===== src/shared/ysq_pkg.sv =====
package ysq_pkg;

   // Clock and Y-count step timing.
   localparam int CLK_PERIOD_NS   = 8;
   localparam int YCLK_PERIOD_NS  = 50;
   localparam int YCLK_DIV_CYCLES = YCLK_PERIOD_NS / CLK_PERIOD_NS;

   // Y counter geometry.
   localparam int          Y_WIDTH = 9;
   localparam logic [8:0]  Y_ZERO  = 9'h000;
   localparam logic [8:0]  Y_ONE   = 9'h001;

   // Match ROM geometry.
   localparam int ROM_ADDR_W = 5;
   localparam int ROM_DATA_W = 8;
   localparam int ROM_QUADS  = 4;
   localparam int ROM_QUAD_N = 8;
   localparam int ROM_POINTS = 4;
   localparam int ROM_FIRST  = 4;

   // Match points per quadrant, index [quadrant][point].
   localparam logic [7:0] MATCH_VALS [ROM_QUADS][ROM_POINTS] = '{
      '{8'hFE, 8'h1B, 8'h37, 8'h4F},
      '{8'h7E, 8'h1B, 8'h37, 8'h4F},
      '{8'hFE, 8'h0B, 8'h17, 8'h2F},
      '{8'h7E, 8'h0B, 8'h17, 8'h2F}
   };

   // APB register offsets.
   localparam logic [11:0] CTRL_OFS   = 12'h000;
   localparam logic [11:0] STATUS_OFS = 12'h004;
   localparam logic [11:0] MATCH_OFS  = 12'h008;

   // Control register fields and reset value.
   localparam int          CTRL_RUN_BIT      = 0;
   localparam int          CTRL_COMPRESS_BIT = 1;
   localparam int          CTRL_625_BIT      = 2;
   localparam int          CTRL_W            = 3;
   localparam logic [2:0]  CTRL_RESET        = 3'h1;

   // Status register fields.
   localparam int ST_STATE_LSB = 0;
   localparam int ST_GATE_BIT  = 4;
   localparam int ST_CDB_BIT   = 5;
   localparam int ST_SB_BIT    = 6;
   localparam int ST_CLEAR_BIT = 7;
   localparam int ST_SWAP_BIT  = 8;
   localparam int ST_QUAL_BIT  = 9;
   localparam int ST_XCLK_BIT  = 10;
   localparam int ST_Y_LSB     = 16;

   // Output levels after reset.
   localparam logic BLANK_RESET = 1'b1;
   localparam logic XCLK_RESET  = 1'b1;

   // Sequencer states, one-hot.
   typedef enum logic [15:0] {
      st_arm          = 16'h0001,
      st_swap         = 16'h0002,
      st_fill2        = 16'h0004,
      st_fill3        = 16'h0008,
      st_fill4        = 16'h0010,
      st_fill5        = 16'h0020,
      st_fill6        = 16'h0040,
      st_fill7        = 16'h0080,
      st_fill8        = 16'h0100,
      st_wait_lower   = 16'h0200,
      st_wrap         = 16'h0400,
      st_wait_retrace = 16'h0800,
      st_fall12       = 16'h1000,
      st_wait_scan    = 16'h2000,
      st_fall14       = 16'h4000,
      st_wait_end     = 16'h8000
   } seq_state_e;

endpackage


===== src/shared/rom_if.sv =====
`timescale 1ns/1ps
// Address and data of the match ROM.
interface rom_if;
   import ysq_pkg::*;
   logic [ROM_ADDR_W-1:0] addr;
   logic [ROM_DATA_W-1:0] data;
   modport user (output addr, input data);
   modport rom  (input addr, output data);
endinterface


===== src/hw/y_match_rom.sv =====
`timescale 1ns/1ps
module y_match_rom
   import ysq_pkg::*;
(
   input  wire logic clk,
   input  wire logic rstn,
   rom_if.rom        port
);

   logic [ROM_DATA_W-1:0] mem  [ROM_QUADS*ROM_QUAD_N];
   logic [ROM_DATA_W-1:0] data_r;
   logic [ROM_DATA_W-1:0] data_nxt;

   // Each quadrant holds its four match points in its top entries; lower entries are zero.
   for (genvar q = 0; q < ROM_QUADS; q++)
   begin : g_quad
      for (genvar e = 0; e < ROM_QUAD_N; e++)
      begin : g_entry
         if (e >= ROM_FIRST)
         begin : g_point
            assign mem[q*ROM_QUAD_N+e] = MATCH_VALS[q][e-ROM_FIRST];
         end
         else
         begin : g_blank
            assign mem[q*ROM_QUAD_N+e] = 8'h00;
         end
      end
   end

   // Read lookup.
   always_comb
   begin
      data_nxt = mem[port.addr];
   end

   // Registered read port.
   always_ff @(posedge clk or negedge rstn)
   begin
      if (!rstn)
         data_r <= 8'h00;
      else
         data_r <= data_nxt;
   end

   assign port.data = data_r;

endmodule // y_match_rom


===== src/hw/y_ramp_sequencer.sv =====
`timescale 1ns/1ps
module y_ramp_sequencer
   import ysq_pkg::*;
#(
   parameter int YCLK_DIV = YCLK_DIV_CYCLES
)
(
   input  wire logic        clk,
   input  wire logic        rstn,
   input  wire logic [11:0] paddr,
   input  wire logic        psel,
   input  wire logic        penable,
   input  wire logic        pwrite,
   input  wire logic [31:0] pwdata,
   input  wire logic [3:0]  pstrb,
   output logic      [31:0] prdata,
   output logic             pready,
   output logic             pslverr,
   input  wire logic        x_blanking_enable,
   output logic             x_blanking_drive,
   output logic             y_count_enable_a,
   output logic      [8:0]  y_count,
   output logic             y_ramp_gate,
   output logic             y_count_clear,
   output logic             cache_swap_pulse,
   output logic             x_count_clock,
   output logic             composite_buffer_blank,
   output logic             storage_blank,
   output logic             qualifier_test
);

   // Refuse divider settings the counter cannot serve.
   if (YCLK_DIV < 2 || YCLK_DIV > 256)
   begin : g_bad_div
      $error("YCLK_DIV must lie between 2 and 256");
   end

   // Tells whether a state compares the Y count against the ROM.
   function automatic logic is_test_state(input seq_state_e s);
      return (s == st_wait_lower) || (s == st_wait_retrace) ||
             (s == st_wait_scan) || (s == st_wait_end);
   endfunction

   // Binary index of a one-hot state.
   function automatic logic [3:0] state_index(input seq_state_e s);
      logic [3:0] idx;
      idx = 4'h0;
      for (int i = 0; i < 16; i++)
      begin
         if (s[i])
            idx = 4'(i);
      end
      return idx;
   endfunction

   // Successor of each state in the 16-state ring.
   function automatic seq_state_e step_of(input seq_state_e s);
      seq_state_e n;
      n = st_arm;
      unique case (s)
         st_arm:          n = st_swap;
         st_swap:         n = st_fill2;
         st_fill2:        n = st_fill3;
         st_fill3:        n = st_fill4;
         st_fill4:        n = st_fill5;
         st_fill5:        n = st_fill6;
         st_fill6:        n = st_fill7;
         st_fill7:        n = st_fill8;
         st_fill8:        n = st_wait_lower;
         st_wait_lower:   n = st_wrap;
         st_wrap:         n = st_wait_retrace;
         st_wait_retrace: n = st_fall12;
         st_fall12:       n = st_wait_scan;
         st_wait_scan:    n = st_fall14;
         st_fall14:       n = st_wait_end;
         st_wait_end:     n = st_arm;
         default:         n = st_arm;
      endcase
      return n;
   endfunction

   localparam logic [7:0] DIV_LAST = 8'(YCLK_DIV - 1);

   logic [CTRL_W-1:0] ctrl_r;
   logic [CTRL_W-1:0] ctrl_nxt;
   logic [31:0]       prdata_r;
   logic [31:0]       prdata_nxt;
   logic              pready_r;
   logic              pready_nxt;
   logic              pslverr_r;
   logic              pslverr_nxt;
   logic [7:0]        div_r;
   logic [7:0]        div_nxt;
   logic              stb_r;
   logic              stb_nxt;
   seq_state_e        state_r;
   seq_state_e        state_nxt;
   logic [8:0]        y_r;
   logic [8:0]        y_nxt;
   logic              gate_r;
   logic              gate_nxt;
   logic              clear_r;
   logic              clear_nxt;
   logic              swap_r;
   logic              swap_nxt;
   logic              xclk_r;
   logic              xclk_nxt;
   logic              cdb_r;
   logic              cdb_nxt;
   logic              sb_r;
   logic              sb_nxt;
   logic              qual_r;
   logic              qual_nxt;
   logic              xdrv_r;
   logic              xdrv_nxt;
   logic [8:0]        match_val;
   logic              match;
   logic              advance;
   logic              exb_eff;
   logic              setup;
   logic              mapped;
   logic [31:0]       rd_mux;
   logic [1:0]        quad;
   logic [3:0]        state_idx;

   rom_if rom_bus ();

   y_match_rom u_rom
   (
      .clk  (clk),
      .rstn (rstn),
      .port (rom_bus.rom)
   );

   // Option selections form the two upper ROM address bits; standard is quadrant 10.
   assign quad         = {~ctrl_r[CTRL_625_BIT], ctrl_r[CTRL_COMPRESS_BIT]};
   assign state_idx    = state_index(state_r);
   assign rom_bus.addr = {quad, state_idx[3:1]};

   // ROM bit 4 is doubled onto comparator bits 4 and 5 to reach 510.
   assign match_val = {rom_bus.data[7:5], rom_bus.data[4], rom_bus.data[4:0]};

   // Comparators only act in test states; elsewhere each enable steps.
   assign match   = is_test_state(state_r) && (y_r == match_val);
   assign advance = stb_r && (!is_test_state(state_r) || match);

   // X blanking seen by the latches is the OR of our own drive and the X sequencer's.
   assign exb_eff = x_blanking_enable | xdrv_r;

   // Y-count enable divider: one pulse every YCLK_DIV clocks (48 ns by default) while running.
   always_comb
   begin
      div_nxt = div_r;
      stb_nxt = 1'b0;
      if (ctrl_r[CTRL_RUN_BIT])
      begin
         if (div_r == DIV_LAST)
         begin
            div_nxt = 8'h00;
            stb_nxt = 1'b1;
         end
         else
         begin
            div_nxt = div_r + 8'h01;
         end
      end
   end

   always_ff @(posedge clk or negedge rstn)
   begin
      if (!rstn)
      begin
         div_r <= 8'h00;
         stb_r <= 1'b0;
      end
      else
      begin
         div_r <= div_nxt;
         stb_r <= stb_nxt;
      end
   end

   // Sequencer, Y counter and output latches, all stepped by the Y-count enable.
   always_comb
   begin
      state_nxt = state_r;
      y_nxt     = y_r;
      gate_nxt  = gate_r;
      clear_nxt = clear_r;
      swap_nxt  = swap_r;
      xclk_nxt  = xclk_r;
      cdb_nxt   = cdb_r;
      sb_nxt    = sb_r;
      if (stb_r)
      begin
         // Counter stays at zero while clear is held, else wraps 511 to 0.
         y_nxt     = clear_r ? Y_ZERO : y_r + Y_ONE;
         clear_nxt = (state_r == st_arm) || (state_r == st_swap);
         swap_nxt  = (state_r == st_arm);
         xclk_nxt  = (state_r != st_arm);
         if (state_r == st_arm)
            cdb_nxt = exb_eff;
         if (state_r == st_swap)
            sb_nxt = exb_eff;
         if (state_r == st_wait_lower && match)
         begin
            cdb_nxt = exb_eff;
            sb_nxt  = exb_eff;
         end
         if (state_r == st_wait_retrace && match)
            gate_nxt = 1'b0;
         if (state_r == st_wait_scan && match)
            gate_nxt = 1'b1;
      end
      if (advance)
         state_nxt = step_of(state_r);
   end

   // Test flag and own X blanking drive follow the state being entered.
   always_comb
   begin
      qual_nxt = is_test_state(state_nxt);
      xdrv_nxt = (state_nxt == st_wait_lower);
   end

   always_ff @(posedge clk or negedge rstn)
   begin
      if (!rstn)
      begin
         state_r <= st_arm;
         y_r     <= Y_ZERO;
         gate_r  <= 1'b0;
         clear_r <= 1'b0;
         swap_r  <= 1'b0;
         xclk_r  <= XCLK_RESET;
         cdb_r   <= BLANK_RESET;
         sb_r    <= BLANK_RESET;
         qual_r  <= 1'b0;
         xdrv_r  <= 1'b0;
      end
      else
      begin
         state_r <= state_nxt;
         y_r     <= y_nxt;
         gate_r  <= gate_nxt;
         clear_r <= clear_nxt;
         swap_r  <= swap_nxt;
         xclk_r  <= xclk_nxt;
         cdb_r   <= cdb_nxt;
         sb_r    <= sb_nxt;
         qual_r  <= qual_nxt;
         xdrv_r  <= xdrv_nxt;
      end
   end

   // APB decode: read data and error are set up in the setup cycle for one wait-free access.
   assign setup  = psel && !penable;
   assign mapped = (paddr == CTRL_OFS) || (paddr == STATUS_OFS) || (paddr == MATCH_OFS);

   // Read multiplexer.
   always_comb
   begin
      rd_mux = 32'h0000_0000;
      unique case (paddr)
         CTRL_OFS:
         begin
            rd_mux[CTRL_W-1:0] = ctrl_r;
         end
         STATUS_OFS:
         begin
            rd_mux[ST_STATE_LSB +: 4]      = state_idx;
            rd_mux[ST_GATE_BIT]            = gate_r;
            rd_mux[ST_CDB_BIT]             = cdb_r;
            rd_mux[ST_SB_BIT]              = sb_r;
            rd_mux[ST_CLEAR_BIT]           = clear_r;
            rd_mux[ST_SWAP_BIT]            = swap_r;
            rd_mux[ST_QUAL_BIT]            = qual_r;
            rd_mux[ST_XCLK_BIT]            = xclk_r;
            rd_mux[ST_Y_LSB +: Y_WIDTH]    = y_r;
         end
         MATCH_OFS:
         begin
            rd_mux[Y_WIDTH-1:0] = match_val;
         end
         default:
         begin
            rd_mux = 32'h0000_0000;
         end
      endcase
   end

   // Bus answer and control register write at the access edge.
   always_comb
   begin
      ctrl_nxt    = ctrl_r;
      pready_nxt  = setup;
      pslverr_nxt = setup && !mapped;
      prdata_nxt  = (setup && !pwrite) ? rd_mux : 32'h0000_0000;
      if (psel && penable && pready_r && pwrite && paddr == CTRL_OFS && pstrb[0])
         ctrl_nxt = pwdata[CTRL_W-1:0];
   end

   always_ff @(posedge clk or negedge rstn)
   begin
      if (!rstn)
      begin
         ctrl_r    <= CTRL_RESET;
         pready_r  <= 1'b0;
         pslverr_r <= 1'b0;
         prdata_r  <= 32'h0000_0000;
      end
      else
      begin
         ctrl_r    <= ctrl_nxt;
         pready_r  <= pready_nxt;
         pslverr_r <= pslverr_nxt;
         prdata_r  <= prdata_nxt;
      end
   end

   // Outputs come straight from their flip-flops.
   assign prdata                 = prdata_r;
   assign pready                 = pready_r;
   assign pslverr                = pslverr_r;
   assign x_blanking_drive       = xdrv_r;
   assign y_count_enable_a       = stb_r;
   assign y_count                = y_r;
   assign y_ramp_gate            = gate_r;
   assign y_count_clear          = clear_r;
   assign cache_swap_pulse       = swap_r;
   assign x_count_clock          = xclk_r;
   assign composite_buffer_blank = cdb_r;
   assign storage_blank          = sb_r;
   assign qualifier_test         = qual_r;

endmodule // y_ramp_sequencer


===== config.mk =====
export PLATFORM = sky130hd
export DESIGN_NAME = y_ramp_sequencer
export DESIGN_NICKNAME = d
export VERILOG_FILES = /design/src/shared/ysq_pkg.sv /design/src/shared/rom_if.sv /design/src/hw/y_match_rom.sv /design/src/hw/y_ramp_sequencer.sv
export SDC_FILE = /design/constraint.sdc
export NUM_CORES = 1
export LEC_CHECK = 0
export BUFFER_PORTS_ARGS = -buffer_cell sky130_fd_sc_hd__clkbuf_2
export CAP_MARGIN = 10
export CORE_MARGIN = 3
export CORE_UTILIZATION = 49
export CTS_CLUSTER_DIAMETER = 40
export DETAILED_ROUTE_END_ITERATION = 10
export PLACE_DENSITY = 0.75
export SYNTH_ARGS = -nofsm -noshare
export SYNTH_HDL_FRONTEND = slang
export SYNTH_SLANG_ARGS = --single-unit

===== constraint.sdc =====
create_clock -name clk -period 3.4 [get_ports clk]
set_input_delay 0.68 -clock clk [delete_from_list [all_inputs] [get_ports clk]]
set_output_delay 0.68 -clock clk [all_outputs]
set_load 0.005 [all_outputs]

# --- Word level (Yosys, flattened, before mapping) ---
# Memories as Yosys holds them, arrays and structs flattened. A register that Yosys moved wholly into a read port is not among the register bits.
# Cells that the tools add are included.
word_totals:
  reg_bits: 72
  latch_bits: 0
  mem_bits_rw: 0
  mem_bits_ro: 256
  inputBits: 54
  output_inout_bits: 52
  n_memories: 1
memory_table:
  columns: ["name", "words", "word_bits", "read_ports", "rd_ports_with_merged_regs", "wr", "line_no", "source"]
  rows:
  - ["(no name shown)", 32, 8, 1, 1, 0, "y_match_rom.sv:33", "data_nxt = mem[port.addr];"]
classes:
  addsub: 2
  mul: 0
  div: 0
  n_lt_le_gt_ge: 0
  n_eq_ne: 25
  shifts: 0
  n_mux: 32
  n_bitwise: 3
  n_reduce_logical: 35
ops:
  columns: ["operator", "n"]
  rows:
  - ["$pmux 16 s15", 1]
  - ["$mux 4", 11]
  - ["$eq 16x10->1 const B", 2]
  - ["$eq 16x12->1 const B", 2]
  - ["$eq 16x14->1 const B", 2]
  - ["$eq 16x16->1 const B", 2]
  - ["$mux 25", 1]
  - ["$mux 9", 2]
  - ["$eq 16x1->1 const B", 1]
  - ["$eq 16x11->1 const B", 1]
  - ["$eq 16x13->1 const B", 1]
  - ["$eq 16x15->1 const B", 1]
  - ["$eq 16x2->1 const B", 1]
  - ["$eq 16x3->1 const B", 1]
  - ["$eq 16x4->1 const B", 1]
  - ["$eq 16x5->1 const B", 1]
  - ["$eq 16x6->1 const B", 1]
  - ["$eq 16x7->1 const B", 1]
  - ["$eq 16x8->1 const B", 1]
  - ["$eq 16x9->1 const B", 1]
  - ["$mux 16", 1]
  - ["$ne 16x1->1 const B", 1]
  - ["$logic_and 1x1->1", 13]
  - ["$eq 12x3->1 const B", 1]
  - ["19 further kinds", 46]

# --- Depth between registers and ports, before layout ---
logic_depth:
  word_depth: 17
  depth_mapped: 12
  mapped_depth_nobuf: 9

# --- Hierarchy ---
# From an unflattened synthesis, not the netlist that was laid out.
hier_totals:
  cells_unflattened: 416
  hier_area_um2: 4090.2
modules_own_cells:
  columns: ["module", "instances", "cells_per_inst", "area_per_inst_um2", "seq_area_each_um2"]
  rows:
  - ["y_ramp_sequencer", 1, 389, 3742.3, 1682.9]
  - ["y_match_rom", 1, 27, 347.8, 200.2]

# --- Least setup slack after synthesis ---
# No wires, ideal clock.
synth_path:
  path_kind: "register -> register"
  startpoint: "reg state_r[13]"
  endpoint: "reg xdrv_r, in the netlist x_blanking_drive"
  t_arrival_ns: 2.747
  required_ns: 3.304
  slack_ns: 0.557
  stages_incl_launch_ff: 12
  n_path_buf: 3
  path_cell_list: "dfrtp_1 -> buf_6 -> or4_4 -> buf_6 -> o22ai_4 -> o2bb2ai_1 -> a21o_1 -> buf_6 -> mux2_2 -> nor2_1 -> or4b_4 -> nor4_2"
synth_via:
  elab_chain_cells: 9
synth_rtl:
  columns: ["item", "line_no", "source"]
  rows:
  - ["start: declaration", "y_ramp_sequencer.sv:96", "seq_state_e state_r;"]
  - ["start signal: assignment", "y_ramp_sequencer.sv:230", "state_r <= st_arm;"]
  - ["start signal: assignment", "y_ramp_sequencer.sv:243", "state_r <= state_nxt;"]
  - ["$eq 16x10->1 or $eq 16x12->1 (tied branches)", "y_ramp_sequencer.sv:40, y_ramp_sequencer.sv:60", null]
  - ["$logic_or 1x1->1 (2 in a row)", "y_ramp_sequencer.sv:40", "return (s == st_wait_lower) || (s == st_wait_retrace) ||"]
  - ["$logic_or 1x1->1", "y_ramp_sequencer.sv:41", "(s == st_wait_scan) || (s == st_wait_end);"]
  - ["$logic_not 1->1 or $logic_and 1x1->1 (tied branches)", "y_ramp_sequencer.sv:145, y_ramp_sequencer.sv:144", null]
  - ["$logic_or 1x1->1", "y_ramp_sequencer.sv:145", "assign advance = stb_r && (!is_test_state(state_r) || match);"]
  - ["$logic_and 1x1->1", "y_ramp_sequencer.sv:145", null]
  - ["$mux 16 (*)", "y_ramp_sequencer.sv:215", "if (advance)"]
  - ["net state_nxt[3]", "y_ramp_sequencer.sv:97", "seq_state_e state_nxt;"]
  - ["$eq 16x10->1 (*)", "y_ramp_sequencer.sv:223", "xdrv_nxt = (state_nxt == st_wait_lower);"]
  - ["net xdrv_nxt", "y_ramp_sequencer.sv:115", "logic xdrv_nxt;"]
  - ["end signal: assignment", "y_ramp_sequencer.sv:252", "xdrv_r <= xdrv_nxt;"]
  - ["end: declaration", "y_ramp_sequencer.sv:114", "logic xdrv_r;"]
# Mark *: on every way through the listed nets, which the timed path passes. The rest lies on a longest branch.
# A chain may end at the register's enable or synchronous reset.

# --- Worst setup path after layout ---
layout_path:
  startpoint: "reg state_r[2]"
  endpoint: "reg xdrv_r, in the netlist x_blanking_drive"
# The elaborated chain is that of the path after synthesis.

==> results.yml <==
yosys:
  synthTopCellsByArea: "dfrtp_1 (43%), dfstp_2 (3.2%), nand2_1 (3.2%), mux2_2 (2.8%), nor2_1 (2.7%)"
  synth.most_common_cell: "dfrtp_1"
  synth_top_cell_by_area: "dfrtp_1"
  yosysSeqAreaShare_pct: 46.32
  syn_area_mm2: 0.004065
  synthFlopType: "dfrtp_1"
  synth_area_per_cell_um2: 9.796
  synthCells: 415
  synth_top_area_share_pct: 43.09
  synthTopCellsByCount: "dfrtp_1 (70), nand2_1 (35), nor2_1 (29)"
  ys_types: 61
  synth-edff-count: 0
  yosys_register_bits: 75
  ys_async_sr_fraction_pct: 100.0
  yosys_warnings: 0
clocking:
  postCtsSetupRepairBufs: 0
  cts-resized-gates: 0
  cts_buffer_depth: 2
  clockRootBuffer: "clkbuf_8"
  clock_latency_ns: 0.35
  cts_tree: "yes"
  cts_hold_buf: 0
  htreeDepth: 3
  clkSinkCount: 75
  clkTransAtPathRegs_ns: 0.08
  cts_buffers: 9
power:
  powerDensity_mw_per_mm2: 363.5
  power.total_mw: 1.693
  comb_power_share_pct: 2.6
  pwr-share-seq_pct: 52.8
  power_switching_mw: 0.3712
  p_clk_share_pct: 44.6
  p_leak_nw: 2.273
  ir_drop_uv: 244.6
  p_sw_share_pct: 21.93
  p_int_mw: 1.322
grt:
  grt_pass1_wl_mm: 16.09
  grt_max_degree: 49
  grt_antenna_before_repair: 0
  grt.total_usage_pct: 20.97
  grt_pass1_vias: 3279
  grt_overflow_total: 0
floorplan:
  ios: 106
  die_w_um: 97.09
  die_h_um: 97.09
  die_area_mm2: 0.009426
  start_util_pct: 51.54
  coreArea_mm2: 0.007888
  fp-row-count: 32
sta:
  grt_setup_unrepaired: "false"
  tns_ns: 0
  period_share_pct: 93.03
  fmax_mhz: 316.1
  whs_ns: 0.3242
  slew_headroom_pct: 48.97
  period_needed_ns: 3.163
  setup_viol_count_final: 0
  finClkSkew_ns: 0.01074
  drv_slew: 0
  tightest_slew_ns: 0.7584
  hold_violations: 0
place:
  portBuffers: 61
  dp_cells: 568
  dp_hpwl_mm: 7.163
  gp_congestion: 0.9343
layout:
  nets: 539
  regArea_mm2: 0.001883
  multi_input_area_mm2: 0.001914
  fin_util_pct: 59.04
  fillCellCount: 688
  drive_gt1_share_pct: 25.10
  area_growth_syn_to_layout_pct: 14.56
  antenna_cells: 0
  fin_cells: 584
setup_path:
  endpoint_kind: "flip-flop"
  crit_chain: "or4_1 -> nor2_1 -> o2bb2ai_1 -> a21o_1 -> mux2_2 -> nor2_1 -> or4b_4 -> nor4_2"
  start_kind: "flip-flop"
  crit_slowest_cell: "or4_1"
  critPathArrivalTime_ns: 3.42
  cpPeakStageDelay_ns: 0.62
  cp.required_ns: 3.66
  path_max_fanout: 8
  crit_type: "flip-flop to flip-flop"
  cpLargestDelayFamily: "simple AND/OR/NAND/NOR gates"
  critPathBufInv: 0
  cpMostUsedCell: "nor2_1"
drt:
  antenna_left: 0
  wl_mm: 9.647
  routed-via-count: 3315
  wl_per_cell_um: 16.52
  drtPass1Iterations: 4
  drtIter0Drc: 246
  avgViaCountPerCell: 5.676
  drc: 0
min_path:
  hold_path_class: "input port to asynchronous set/reset pin"
status:
  status: "completed"
job:
  max-cap-violations: 0
[worst paths after layout]
kind	startpoint	end	slack, ns	cells after the start
max	state_r[2]	x_blanking_drive	0.24	8
min in group clk	div_r[7]	div_r[7]	0.48	1
min reg2reg	div_r[7]	div_r[7]	0.48	1
min	rstn	prdata[10]	0.32	2
max in group asynchronous	rstn	state_r[14]	2.56	2
max reg2reg	state_r[2]	x_blanking_drive	0.24	8
[layout make-up]
type | count | share of cell area [%]
Multi-Input combinational cell | 294 | 41.11
Timing Repair Buffer | 81 | 9.780
Sequential cell | 75 | 40.44
Tap cell | 102 | 2.740
Inverter | 16 | 1.290
Clock inverter | 6 | 1.908
Clock buffer | 10 | 2.740
[cell usage in the layout (no fill, tap or decap), types with 10 or more instances in the layout]
cell / netlist / layout
dfrtp_1: 70 / 70
clkbuf_2: 0 / 60
nand2_1: 35 / 35
nor2_1: 29 / 29
buf_4: 13 / 20
a21oi_1: 17 / 17
inv_1: 15 / 15
o21ai_0: 15 / 15
and2_1: 14 / 14
nand3_1: 13 / 13
xor2_1: 12 / 12
nor3_1: 12 / 12
conb_1: 1 / 12
xnor2_1: 11 / 11
nor4_1: 10 / 10
mux2_2: 10 / 10
[power groups by stage]
stage / clock, mW / combinational (mW) / sequential, mW
after detailed placement: 0 / 0.0452 / 0.911
final: 0.755 / 0.0442 / 0.893
after global routing: 0.811 / 0.0507 / 0.893
after global placement: 0 / 0.0440 / 0.911
after CTS: 0.769 / 0.0454 / 0.893
after floorplan: 0 / 0.0205 / 0.911
[through the flow]
stage	setup slack (ns)	cell area [µm²]
6_report	0.2368	4657
5_1_grt	0.1314	4657
4_1_cts	0.2532	4657
3_5_place_dp	0.2827	4441
3_3_place_gp	0.2953	4441
2_1_floorplan	0.5574	4106
[cell families after synthesis]
group | after synthesis | share of synthesized area (%)
simple gates | 168 | 23.27
flops | 75 | 46.32
compound gates | 71 | 12.03
buf+inv | 57 | 7.602
xor+xnor | 23 | 4.955
mux | 12 | 3.263
fa+ha+maj | 8 | 2.462
other cells | 1 | 0.09225
[sequential cells by signal, summed over array words and instances, names as in the netlist, 3 cells and up]
name,cells
prdata,20
state_r,16
y_count,9
div_r,8
u_rom.port.data,8
ctrl_r,3
[per-layer routing]
metal  vias up  global-route usage (%)  share of wire, %
met5         -                       0                 0
met3        23                   6.461               7.7
met2       145                   32.54                46
met4         0                   7.991               2.7
met1      1581                   27.62                44
li1       1566                       -                 -
Power figures use the tool's default switching activity.
